## src/core/mrs_defines.vh

```
// constants of the motion record select parameter block
// Summary of operation
// - status bits 0-5 show executing record
// - 64 records; only index bits 0-5 used
// - index reads zero unless program runs in program submode
// - reserved bits carry no function
// - status bit 15 one: direct-entry inputs used
// - bit 15 zero: start record from bits 0-5
// - acceleration word scales max, FFFFh full
// - deceleration word scales max, FFFFh full
// - limiting off: bit 0 absolute else relative
// - limiting on: bit 0 absolute else offset
// - per-record bit 0 absolute else relative
// - per-record, limiting on: absolute else offset
// - range designation values 0 to 3
// - direct-entry request deferred while program runs
`ifndef MRS_DEFINES_VH
`define MRS_DEFINES_VH

// ---------------------------------------------------------------
// parameter numbers
// ---------------------------------------------------------------
`define MRS_PN_RANGE          16'h2400
`define MRS_PN_STATUS         16'h2533
`define MRS_PN_ACCEL          16'h2536
`define MRS_PN_DECEL          16'h2537
`define MRS_PN_MODE           16'h2538
`define MRS_PN_TABLE          16'h2610

// ---------------------------------------------------------------
// reset values
// ---------------------------------------------------------------
`define MRS_RST_RANGE_DESIG   2'h0
`define MRS_RST_ACCEL_SCALE   16'h0000
`define MRS_RST_DECEL_SCALE   16'h0000
`define MRS_RST_TARGET_MODE   1'h0
`define MRS_RST_TASK_MODE     1'h0

// ---------------------------------------------------------------
// field positions and limits
// ---------------------------------------------------------------
`define MRS_SUBMODE_BIT       15
`define MRS_INDEX_MSB         5
`define MRS_INDEX_FIELD_MSB   9
`define MRS_RECORDS           64
`define MRS_RANGE_DESIG_MAX   32'h0000_0003
`define MRS_TASK_MODE_MAX     32'h0000_0001
`define MRS_FULL_SCALE        16'hFFFF

// ---------------------------------------------------------------
// range designation values
// ---------------------------------------------------------------
`define MRS_RANGE_OFF         2'h0
`define MRS_RANGE_SHORTEST    2'h1
`define MRS_RANGE_POSITIVE    2'h2
`define MRS_RANGE_NEGATIVE    2'h3

// ---------------------------------------------------------------
// target interpretation codes
// ---------------------------------------------------------------
`define MRS_KIND_RELATIVE     2'h0
`define MRS_KIND_ABSOLUTE     2'h1
`define MRS_KIND_OFFSET       2'h2
`define MRS_KIND_ABS_RANGE    2'h3

`endif

```

## src/core/mrs_submode.v

```verilog
// submode switch between program and direct entry
`timescale 1ns/1ns
`include "mrs_defines.vh"

module mrs_submode (
  input  wire clk,
  input  wire rst,
  input  wire direct_request,
  input  wire prog_running,
  input  wire prog_terminate,
  input  wire cmd_busy,
  output reg  direct_entry_submode,
  output reg  direct_reject
);

  // ---------------------------------------------------------------
  // switch state
  // ---------------------------------------------------------------
  // entry waits for the program to end; leaving is immediate and
  // rejects a direct command that is still being executed
  always @(posedge clk or posedge rst) begin
    if (rst) begin
      direct_entry_submode <= 1'b0;
      direct_reject        <= 1'b0;
    end else begin
      direct_reject <= 1'b0;
      if (direct_request) begin
        // enter only once the program has ended or is terminated
        if (!prog_running || prog_terminate) begin
          direct_entry_submode <= 1'b1;
        end
      end else begin
        // leave at once, reject a running direct command
        if (direct_entry_submode && cmd_busy) begin
          direct_reject <= 1'b1;
        end
        direct_entry_submode <= 1'b0;
      end
    end
  end

endmodule

```

## src/core/mrs_task_table.v

```verilog
// per-record task mode table, bit 0 of each entry held
`timescale 1ns/1ns
`include "mrs_defines.vh"

module mrs_task_table (
  input  wire       clk,
  input  wire       rst,
  input  wire       wr_en,
  input  wire [5:0] wr_idx,
  input  wire       wr_bit,
  input  wire [5:0] rd_idx,
  output wire       rd_bit,
  input  wire [5:0] look_idx,
  output wire       look_bit
);

  // one absolute flag per record; reserved bits are not stored
  reg [`MRS_RECORDS-1:0] abs_flag;

  // ---------------------------------------------------------------
  // entry storage
  // ---------------------------------------------------------------
  genvar g;
  generate
    for (g = 0; g < `MRS_RECORDS; g = g + 1) begin : entry
      // each entry loads only when addressed
      always @(posedge clk or posedge rst) begin
        if (rst) begin
          abs_flag[g] <= `MRS_RST_TASK_MODE;
        end else if (wr_en && (wr_idx == g)) begin
          abs_flag[g] <= wr_bit;
        end
      end
    end
  endgenerate

  // parameter read port and command lookup port
  assign rd_bit   = abs_flag[rd_idx];
  assign look_bit = abs_flag[look_idx];

endmodule

```

## src/core/mrs_regs.v

```verilog
// motion record select parameter block, top level
`timescale 1ns/1ns
`include "mrs_defines.vh"

module mrs_regs (
  input  wire        clk,
  input  wire        rst,
  // parameter channel
  input  wire        par_rd,
  input  wire        par_wr,
  input  wire [15:0] parameter_number,
  input  wire [5:0]  par_subindex,
  input  wire [31:0] par_wdata,
  output reg  [31:0] par_rdata,
  output reg         par_ack,
  output reg         par_err,
  // cyclic process words
  input  wire [15:0] record_selection_word,
  input  wire [31:0] direct_target_position,
  input  wire [31:0] direct_velocity,
  output reg  [15:0] active_record_status,
  // path interpolator side
  input  wire        prog_running,
  input  wire        prog_terminate,
  input  wire [9:0]  exec_record,
  input  wire        record_advance,
  input  wire        motion_start,
  input  wire        cmd_busy,
  input  wire [31:0] max_accel,
  input  wire [31:0] max_decel,
  // latched motion command
  output reg         cmd_valid,
  output reg         cmd_direct,
  output reg  [5:0]  cmd_record,
  output reg  [1:0]  cmd_kind,
  output reg  [1:0]  cmd_range_mode,
  output reg  [31:0] cmd_target,
  output reg  [31:0] cmd_velocity,
  output reg  [31:0] cmd_accel,
  output reg  [31:0] cmd_decel,
  output wire        cmd_reject
);

  // ---------------------------------------------------------------
  // storage
  // ---------------------------------------------------------------
  reg  [1:0]  range_desig;       // range limit designation
  reg  [15:0] direct_accel_scale; // normalized acceleration
  reg  [15:0] direct_decel_scale; // normalized deceleration
  reg         direct_target_mode; // bit 0 of the mode word

  // ---------------------------------------------------------------
  // internal nets
  // ---------------------------------------------------------------
  wire        direct_entry_submode; // submode in force
  wire        tbl_wr;               // table write strobe
  wire        tbl_rd_bit;           // table read data
  wire        tbl_look_bit;         // table lookup for command
  wire [5:0]  look_idx;             // record looked up
  wire        range_on;             // range limiting active
  wire        is_table;             // table parameter addressed
  wire [15:0] next_status;          // status word to publish
  reg         wr_ok;                // write accepted
  reg         known;                // parameter exists
  reg  [31:0] next_rdata;           // read data mux

  // ---------------------------------------------------------------
  // helper functions
  // ---------------------------------------------------------------
  // target interpretation from an absolute flag and range setting
  function [1:0] mrs_kind;
    input abs_bit;
    input limit_on;
    begin
      if (limit_on) begin
        // in-range absolute target or offset from last target
        mrs_kind = abs_bit ? `MRS_KIND_ABS_RANGE : `MRS_KIND_OFFSET;
      end else begin
        // plain absolute or relative to actual position
        mrs_kind = abs_bit ? `MRS_KIND_ABSOLUTE : `MRS_KIND_RELATIVE;
      end
    end
  endfunction

  // scales a maximum by a fraction where full scale means 100 %
  function [31:0] mrs_scale;
    input [31:0] max_val;
    input [15:0] frac;
    reg   [47:0] prod;
    begin
      prod = 48'h0;

      // adding one max makes full scale return max exactly
      prod = ({16'h0000, max_val} * {32'h0000_0000, frac})
           + {16'h0000, max_val};
      if (frac == 16'h0000) begin
        mrs_scale = 32'h0000_0000;
      end else begin
        mrs_scale = prod[47:16];
      end
    end
  endfunction

  // ---------------------------------------------------------------
  // submode switch
  // ---------------------------------------------------------------
  // the controller asks with the top bit of the selection word
  mrs_submode u_submode (
    .clk                  (clk),
    .rst                  (rst),
    .direct_request       (record_selection_word[`MRS_SUBMODE_BIT]),
    .prog_running         (prog_running),
    .prog_terminate       (prog_terminate),
    .cmd_busy             (cmd_busy),
    .direct_entry_submode (direct_entry_submode),
    .direct_reject        (cmd_reject)
  );

  // ---------------------------------------------------------------
  // task mode table
  // ---------------------------------------------------------------
  assign is_table = (parameter_number == `MRS_PN_TABLE);
  assign tbl_wr   = par_wr && is_table
                 && (par_wdata <= `MRS_TASK_MODE_MAX);

  // a start looks up the selected record, a step the executing one
  assign look_idx = motion_start
                  ? record_selection_word[`MRS_INDEX_MSB:0]
                  : exec_record[`MRS_INDEX_MSB:0];

  mrs_task_table u_table (
    .clk      (clk),
    .rst      (rst),
    .wr_en    (tbl_wr),
    .wr_idx   (par_subindex),
    .wr_bit   (par_wdata[0]),
    .rd_idx   (par_subindex),
    .rd_bit   (tbl_rd_bit),
    .look_idx (look_idx),
    .look_bit (tbl_look_bit)
  );

  assign range_on = (range_desig != `MRS_RANGE_OFF);

  // ---------------------------------------------------------------
  // parameter decode
  // ---------------------------------------------------------------
  // picks read data and checks writes for access and range
  always @* begin
    known      = 1'b1;
    wr_ok      = 1'b0;
    next_rdata = 32'h0000_0000;

    if (parameter_number == `MRS_PN_RANGE) begin
      // designations above 3 refused
      next_rdata = {30'h0, range_desig};
      wr_ok      = (par_wdata <= `MRS_RANGE_DESIG_MAX);
    end else if (parameter_number == `MRS_PN_STATUS) begin
      // read only; writes refused
      next_rdata = {16'h0000, active_record_status};
      wr_ok      = 1'b0;
    end else if (parameter_number == `MRS_PN_ACCEL) begin
      // upper half must be zero
      next_rdata = {16'h0000, direct_accel_scale};
      wr_ok      = (par_wdata[31:16] == 16'h0000);
    end else if (parameter_number == `MRS_PN_DECEL) begin
      next_rdata = {16'h0000, direct_decel_scale};
      wr_ok      = (par_wdata[31:16] == 16'h0000);
    end else if (parameter_number == `MRS_PN_MODE) begin
      // only bit 0 exists; reserved bits read zero
      next_rdata = {31'h0, direct_target_mode};
      wr_ok      = (par_wdata[31:16] == 16'h0000);
    end else if (is_table) begin
      // reserved entry bits read zero
      next_rdata = {31'h0, tbl_rd_bit};
      wr_ok      = (par_wdata <= `MRS_TASK_MODE_MAX);
    end else begin
      // unknown parameter number
      known = 1'b0;
    end
  end

  // ---------------------------------------------------------------
  // writable parameters
  // ---------------------------------------------------------------
  // stored on an accepted write; reserved bits are dropped
  always @(posedge clk or posedge rst) begin
    if (rst) begin
      range_desig        <= `MRS_RST_RANGE_DESIG;
      direct_accel_scale <= `MRS_RST_ACCEL_SCALE;
      direct_decel_scale <= `MRS_RST_DECEL_SCALE;
      direct_target_mode <= `MRS_RST_TARGET_MODE;
    end else if (par_wr && wr_ok) begin
      if (parameter_number == `MRS_PN_RANGE) begin
        range_desig <= par_wdata[1:0];
      end else if (parameter_number == `MRS_PN_ACCEL) begin
        direct_accel_scale <= par_wdata[15:0];
      end else if (parameter_number == `MRS_PN_DECEL) begin
        direct_decel_scale <= par_wdata[15:0];
      end else if (parameter_number == `MRS_PN_MODE) begin
        direct_target_mode <= par_wdata[0];
      end
    end
  end

  // ---------------------------------------------------------------
  // parameter answer
  // ---------------------------------------------------------------
  // one-cycle acknowledge with error flag and read data
  always @(posedge clk or posedge rst) begin
    if (rst) begin
      par_ack   <= 1'b0;
      par_err   <= 1'b0;
      par_rdata <= 32'h0000_0000;
    end else begin
      par_ack <= par_rd || par_wr;

      if (par_rd || par_wr) begin
        // refused write or unknown number flags an error
        par_err   <= !known || (par_wr && !wr_ok);
        par_rdata <= par_rd ? next_rdata : 32'h0000_0000;
      end else begin
        par_err <= 1'b0;
      end
    end
  end

  // ---------------------------------------------------------------
  // active record status
  // ---------------------------------------------------------------
  // index only while a program runs in program submode
  assign next_status[`MRS_SUBMODE_BIT] = direct_entry_submode;
  assign next_status[14:10] = 5'h00;
  assign next_status[`MRS_INDEX_FIELD_MSB:6] = 4'h0;

  assign next_status[`MRS_INDEX_MSB:0] =
    (!direct_entry_submode && prog_running)
    ? exec_record[`MRS_INDEX_MSB:0]
    : 6'h00;

  // status word leaves from a flip-flop
  always @(posedge clk or posedge rst) begin
    if (rst) begin
      active_record_status <= 16'h0000;
    end else begin
      active_record_status <= next_status;
    end
  end

  // ---------------------------------------------------------------
  // motion command latch
  // ---------------------------------------------------------------
  // a direct-entry start samples all inputs so later changes wait for the next
  // command; a record step in a program updates the record and its
  // interpretation only
  always @(posedge clk or posedge rst) begin
    if (rst) begin
      cmd_valid      <= 1'b0;
      cmd_direct     <= 1'b0;
      cmd_record     <= 6'h00;
      cmd_kind       <= `MRS_KIND_RELATIVE;
      cmd_range_mode <= `MRS_RANGE_OFF;
      cmd_target     <= 32'h0000_0000;
      cmd_velocity   <= 32'h0000_0000;
      cmd_accel      <= 32'h0000_0000;
      cmd_decel      <= 32'h0000_0000;
    end else begin
      cmd_valid <= 1'b0;

      if (motion_start) begin
        cmd_valid      <= 1'b1;
        cmd_direct     <= direct_entry_submode;
        cmd_range_mode <= range_desig;

        if (direct_entry_submode) begin
          // direct entry: words sampled now
          cmd_record   <= 6'h00;
          cmd_kind     <= mrs_kind(direct_target_mode,
                                   range_on);
          cmd_target   <= direct_target_position;
          cmd_velocity <= direct_velocity;
          cmd_accel    <= mrs_scale(max_accel,
                                    direct_accel_scale);
          cmd_decel    <= mrs_scale(max_decel,
                                    direct_decel_scale);
        end else begin
          // program: start record from the selection word
          cmd_record <= record_selection_word[`MRS_INDEX_MSB:0];
          cmd_kind   <= mrs_kind(tbl_look_bit, range_on);
        end
      end else if (record_advance && !cmd_direct) begin
        // next record of a running program
        cmd_valid  <= 1'b1;
        cmd_record <= exec_record[`MRS_INDEX_MSB:0];
        cmd_kind   <= mrs_kind(tbl_look_bit, range_on);
      end
    end
  end

endmodule

```

## config.mk

```make
export PLATFORM = sky130hd
export DESIGN_NAME = mrs_regs
export DESIGN_NICKNAME = d
export VERILOG_FILES = /design/src/core/mrs_submode.v /design/src/core/mrs_task_table.v /design/src/core/mrs_regs.v
export VERILOG_INCLUDE_DIRS = /design/src /design/src/core
export SDC_FILE = /design/constraint.sdc
export NUM_CORES = 2
export LEC_CHECK = 0
export BUFFER_PORTS_ARGS = -buffer_cell sky130_fd_sc_hd__buf_2
export CAP_MARGIN = 0
export CORE_ASPECT_RATIO = 1.4
export CORE_MARGIN = 1
export CORE_UTILIZATION = 25
export CTS_BUF_LIST = sky130_fd_sc_hd__clkbuf_2 sky130_fd_sc_hd__clkbuf_4 sky130_fd_sc_hd__clkbuf_8
export DETAILED_ROUTE_END_ITERATION = 6
export HOLD_SLACK_MARGIN = 0.02
export PLACE_DENSITY = 0.54
export SLEW_MARGIN = 25
export SYNTH_ARGS = -nofsm -noshare
export SYNTH_HDL_FRONTEND = slang
export SYNTH_SLANG_ARGS = --single-unit
```

## constraint.sdc

```tcl
create_clock -name clk -period 7.2 [get_ports clk]
set_input_delay 0 -clock clk [delete_from_list [all_inputs] [get_ports clk]]
set_output_delay 0 -clock clk [all_outputs]
set_load 0.01 [all_outputs]
```

==> out/results.txt <==
status -> finished, final reports clean
post-route minimum period -> 6840 ps
main combinational cell family by area after synthesis -> adder cells
Mapped Cells -> 4841
htree depth -> 2
Post-DRT Antenna Nets -> 0
initial core utilization -> 25.2%
top-area cell type share of the netlist area -> 39.5%
largest fanout on the critical path -> 20
Die Wd -> 362 um
Max Freq -> 146 MHz
Crit Path Category -> flip-flop to flip-flop
GR Overflow Total -> 0
largest net degree at the start of global routing -> 154
routed vias -> 34692
XOR/XNOR Fraction of Synth Area -> 1.06%
Routed WL per cell -> 18.7 um
layout cells sized above 1 -> 14.9%
Die Height -> 506 um
Crit path arrival time -> 7420 ps
maximum vdd ir drop -> 0.000143 V
fill count -> 19091
TritonCTS Buffers -> 52
r2r setup slk -> 360 ps
port bufs -> 369
Critical R2R Capture -> cmd_accel[25]
Hold Path Depth -> 3
Final setup viols -> 0
Leakage -> 26.6 nW
CP Launch Type -> flip-flop
die area -> 183000 sq um
sequential fraction of the synthesis area -> 14.7%
Worst Skew -> 39.9 ps
Post-synth ARST share -> 100%
Int Power -> 0.00273 W
Slew Viols, Final -> 0
Hold Crit Endpoint -> cmd_target[11]
DRC viols -> 0
Data required, critical path -> 7780 ps
top post-synthesis cells by area -> fa_1, dfrtp_1, inv_1
Final Hold Viols -> 0
Worst-Skew Late Latency -> 720 ps
Synth cell types -> 73
worst r2r path cells -> 22
Seq pwr share -> 40.3%
Starting DRT DRC Count -> 1843
area leader, netlist -> fa_1
CP Cell Sequence -> buf_4, nand2_1, fa_1, inv_1, fa_1, inv_1, fa_1, inv_1, fa_1, fa_1, fa_1, ha_1, a21oi_1, o21a_1, o2111ai_1, o211ai_1, and2_2, o21ai_2, buf_4, a21o_1, a311o_1, a32o_1
Worst path max stage delay -> 800 ps
post-CTS setup buffers -> 0
core area -> 180000 sq um
CTS Sinks -> 266
most common cell after layout, fill and taps aside -> inv_1
RePlAce Congestion -> 0.883
predominant post-synthesis flop cell -> dfrtp_1
Root Buffer -> clkbuf_8
Reg-to-Reg Start -> direct_accel_scale[9]
Adder-Cell Fraction of Synth Area -> 45.9%
synthesis warning total -> 0
vias in the first global route -> 38318
syn_area_per_cell -> 9.38 sq um
most frequent cells in the layout -> inv_1, fa_1, nand2_1
CTS tree -> yes
antenna violations before repair -> 37
final WL -> 145000 um
RSZ-0062 raised after global routing -> no
synth-to-layout area growth -> 16.8%
cell repeated most along the worst path -> fa_1
Worst setup EP type -> flip-flop
first-pass GRT wire length -> 226000 um
I/O Pins -> 408
CTS clk-pin slew, worst paths -> 60 ps
Hold WC Path Type -> input port to flip-flop
flops & latches, synth -> 266
Post-synth EDFFs -> 0
Rel. slew slack -> 28.9%
post-synthesis mux area share -> 6.29%
part of the power in the clock network -> 40.5%
Net Switching -> 0.00127 W
number of cell rows -> 184
Max-Cap Viols -> 0
setup TNS -> 0 ps
fin crit share -> 95.0%
Max Root-Sink Buffers -> 3
fin util -> 29.4%
final net count -> 6626
Pwr Density -> 75.6 nW/um^2
Compound-Gate Fraction of Synth Area -> 5.57%
Mapped Area -> 45400 sq um
via density per instance -> 4.48
post-DP HPWL -> 118000 um
combinational power share -> 19.2%
Worst Max-Slew Pin Slew -> 1060 ps
first-pass iteration count of the detailed router -> 6
Net Sw Frac -> 31.8%
hold path start -> direct_target_position[11]
total global-route track usage -> 16.0%
Crit-path slowest cell -> dfrtp_1
Synth Area in Simple Gates -> 14.5%
## state kept, by name (all words and copies together), names as in the netlist, 7 cells and up
| signal | cells |
|---|---|
| u_table.abs_flag | 64 |
| cmd_accel | 32 |
| cmd_target | 32 |
| cmd_velocity | 32 |
| active_record_status | 7 |
| direct_accel_scale | 16 |
| direct_decel_scale | 16 |
| cmd_decel | 32 |
| par_rdata | 16 |
## metal layers
metal	share of wire, %	vias to the layer above	wire length (um)	track usage [%]
li1	-	15327	-	-
met1	40	18069	57800	19.1
met2	51	1017	73300	28.7
met3	6.0	251	8670	2.95
met4	3.2	28	4600	4.94
met5	0.13	-	181	0
## how the worst max path moves through the flow
stage | start | depth (start not counted) | slack, ps | end
2_1_floorplan | direct_accel_scale[1] | 23 | 930 | cmd_accel[25]
3_3_place_gp | direct_decel_scale[5] | 21 | 270 | cmd_decel[27]
3_5_place_dp | direct_decel_scale[5] | 22 | 230 | cmd_decel[27]
4_1_cts | direct_decel_scale[10] | 20 | 150 | cmd_decel[19]
5_1_grt | direct_decel_scale[8] | 20 | 7 | cmd_decel[25]
6_report | direct_accel_scale[9] | 22 | 360 | cmd_accel[25]
## through the flow
| stage | hold WS, ps | setup WS, ps | instances | power [W] | cell area [sq um] |
|---|---|---|---|---|---|
| final | 73.5 | 363 | 7739 | 0.00401 | 53000 |
| after global routing | 43.3 | 6.51 | 7731 | 0.00419 | 53000 |
| after CTS | 20.5 | 146 | 7727 | 0.00406 | 52900 |
| after detailed placement | 236 | 232 | 7471 | 0.00232 | 50100 |
| after global placement | 231 | 268 | 7471 | 0.00231 | 50100 |
| after floorplan | 117 | 926 | 4866 | 0.00199 | 45500 |
## final cells by class
class                           instances  area [sq um]  area share [%]
Multi-Input combinational cell       3186         33500            63.2
Sequential cell                       266          6670            12.6
Timing Repair Buffer                  639          4500            8.49
Inverter                             1136          4270            8.05
Tap cell                             2418          3030            5.71
Clock buffer                           71           883            1.67
Clock inverter                         14           161           0.305
Antenna cell                            9          22.5          0.0425
## cells in the mapped netlist (5+ instances only)
master,number
mux4_2,29
buf_1,6
mux2i_1,26
ha_1,232
buf_4,26
o21a_1,10
o21bai_1,7
nor3_1,15
a221oi_1,5
fa_1,896
a222oi_1,6
nor2_1,110
xor2_1,18
nand2b_1,12
nand3_1,19
dfrtp_1,266
inv_1,1136
a22o_1,55
nand3b_1,5
nand2_1,725
a311o_1,5
a21o_1,36
mux2_2,170
a21boi_0,5
a31oi_1,13
a22oi_1,11
nor2b_1,14
o21ai_0,69
and2_1,408
nor4_1,18
clkbuf_1,238
xnor2_1,37
a21oi_1,83
o211ai_1,16
or3_1,7
nand4_1,20
or2_2,7
## logic make-up (layout without fill, tap and decap cells)
| logic type | Yosys count | in the layout |
|---|---|---|
| adder cells (fa/ha/maj) | 1128 | 1128 |
| XOR/XNOR | 55 | 55 |
| other | 2 | 36 |
| multiplexers | 226 | 226 |
| flip-flops | 266 | 266 |
| AND/OR/NAND/NOR | 1382 | 1382 |
| buffers and inverters | 1414 | 1860 |
| AO/OA/AOI/OAI | 368 | 368 |
## power by group through the flow
stage	registers (W)	logic [W]	clock network, W
after floorplan	0.00166	0.000330	0
after global routing	0.00162	0.000836	0.00173
final	0.00161	0.000771	0.00162
after global placement	0.00163	0.000678	0
after detailed placement	0.00163	0.000684	0
after CTS	0.00161	0.000766	0.00168
## repair_timing
item / 4_1_cts / 5_1_grt
setup endpoints to repair: 0 / 17
gates resized for setup: 0 / 10
endpoints found under the hold margin: 216 / 25
hold buffers: 171 / 1
## critical path, delay by kind of cell, from the launching register on
family                     cells  cell delay, ps
and+or+nand+nor                2             370
buffers and inverters          5             810
DFF                            1             800
AOI/OAI and AO/OA              8            1760
adders and majority gates      7            2950
Power figures use the tool's default switching activity.
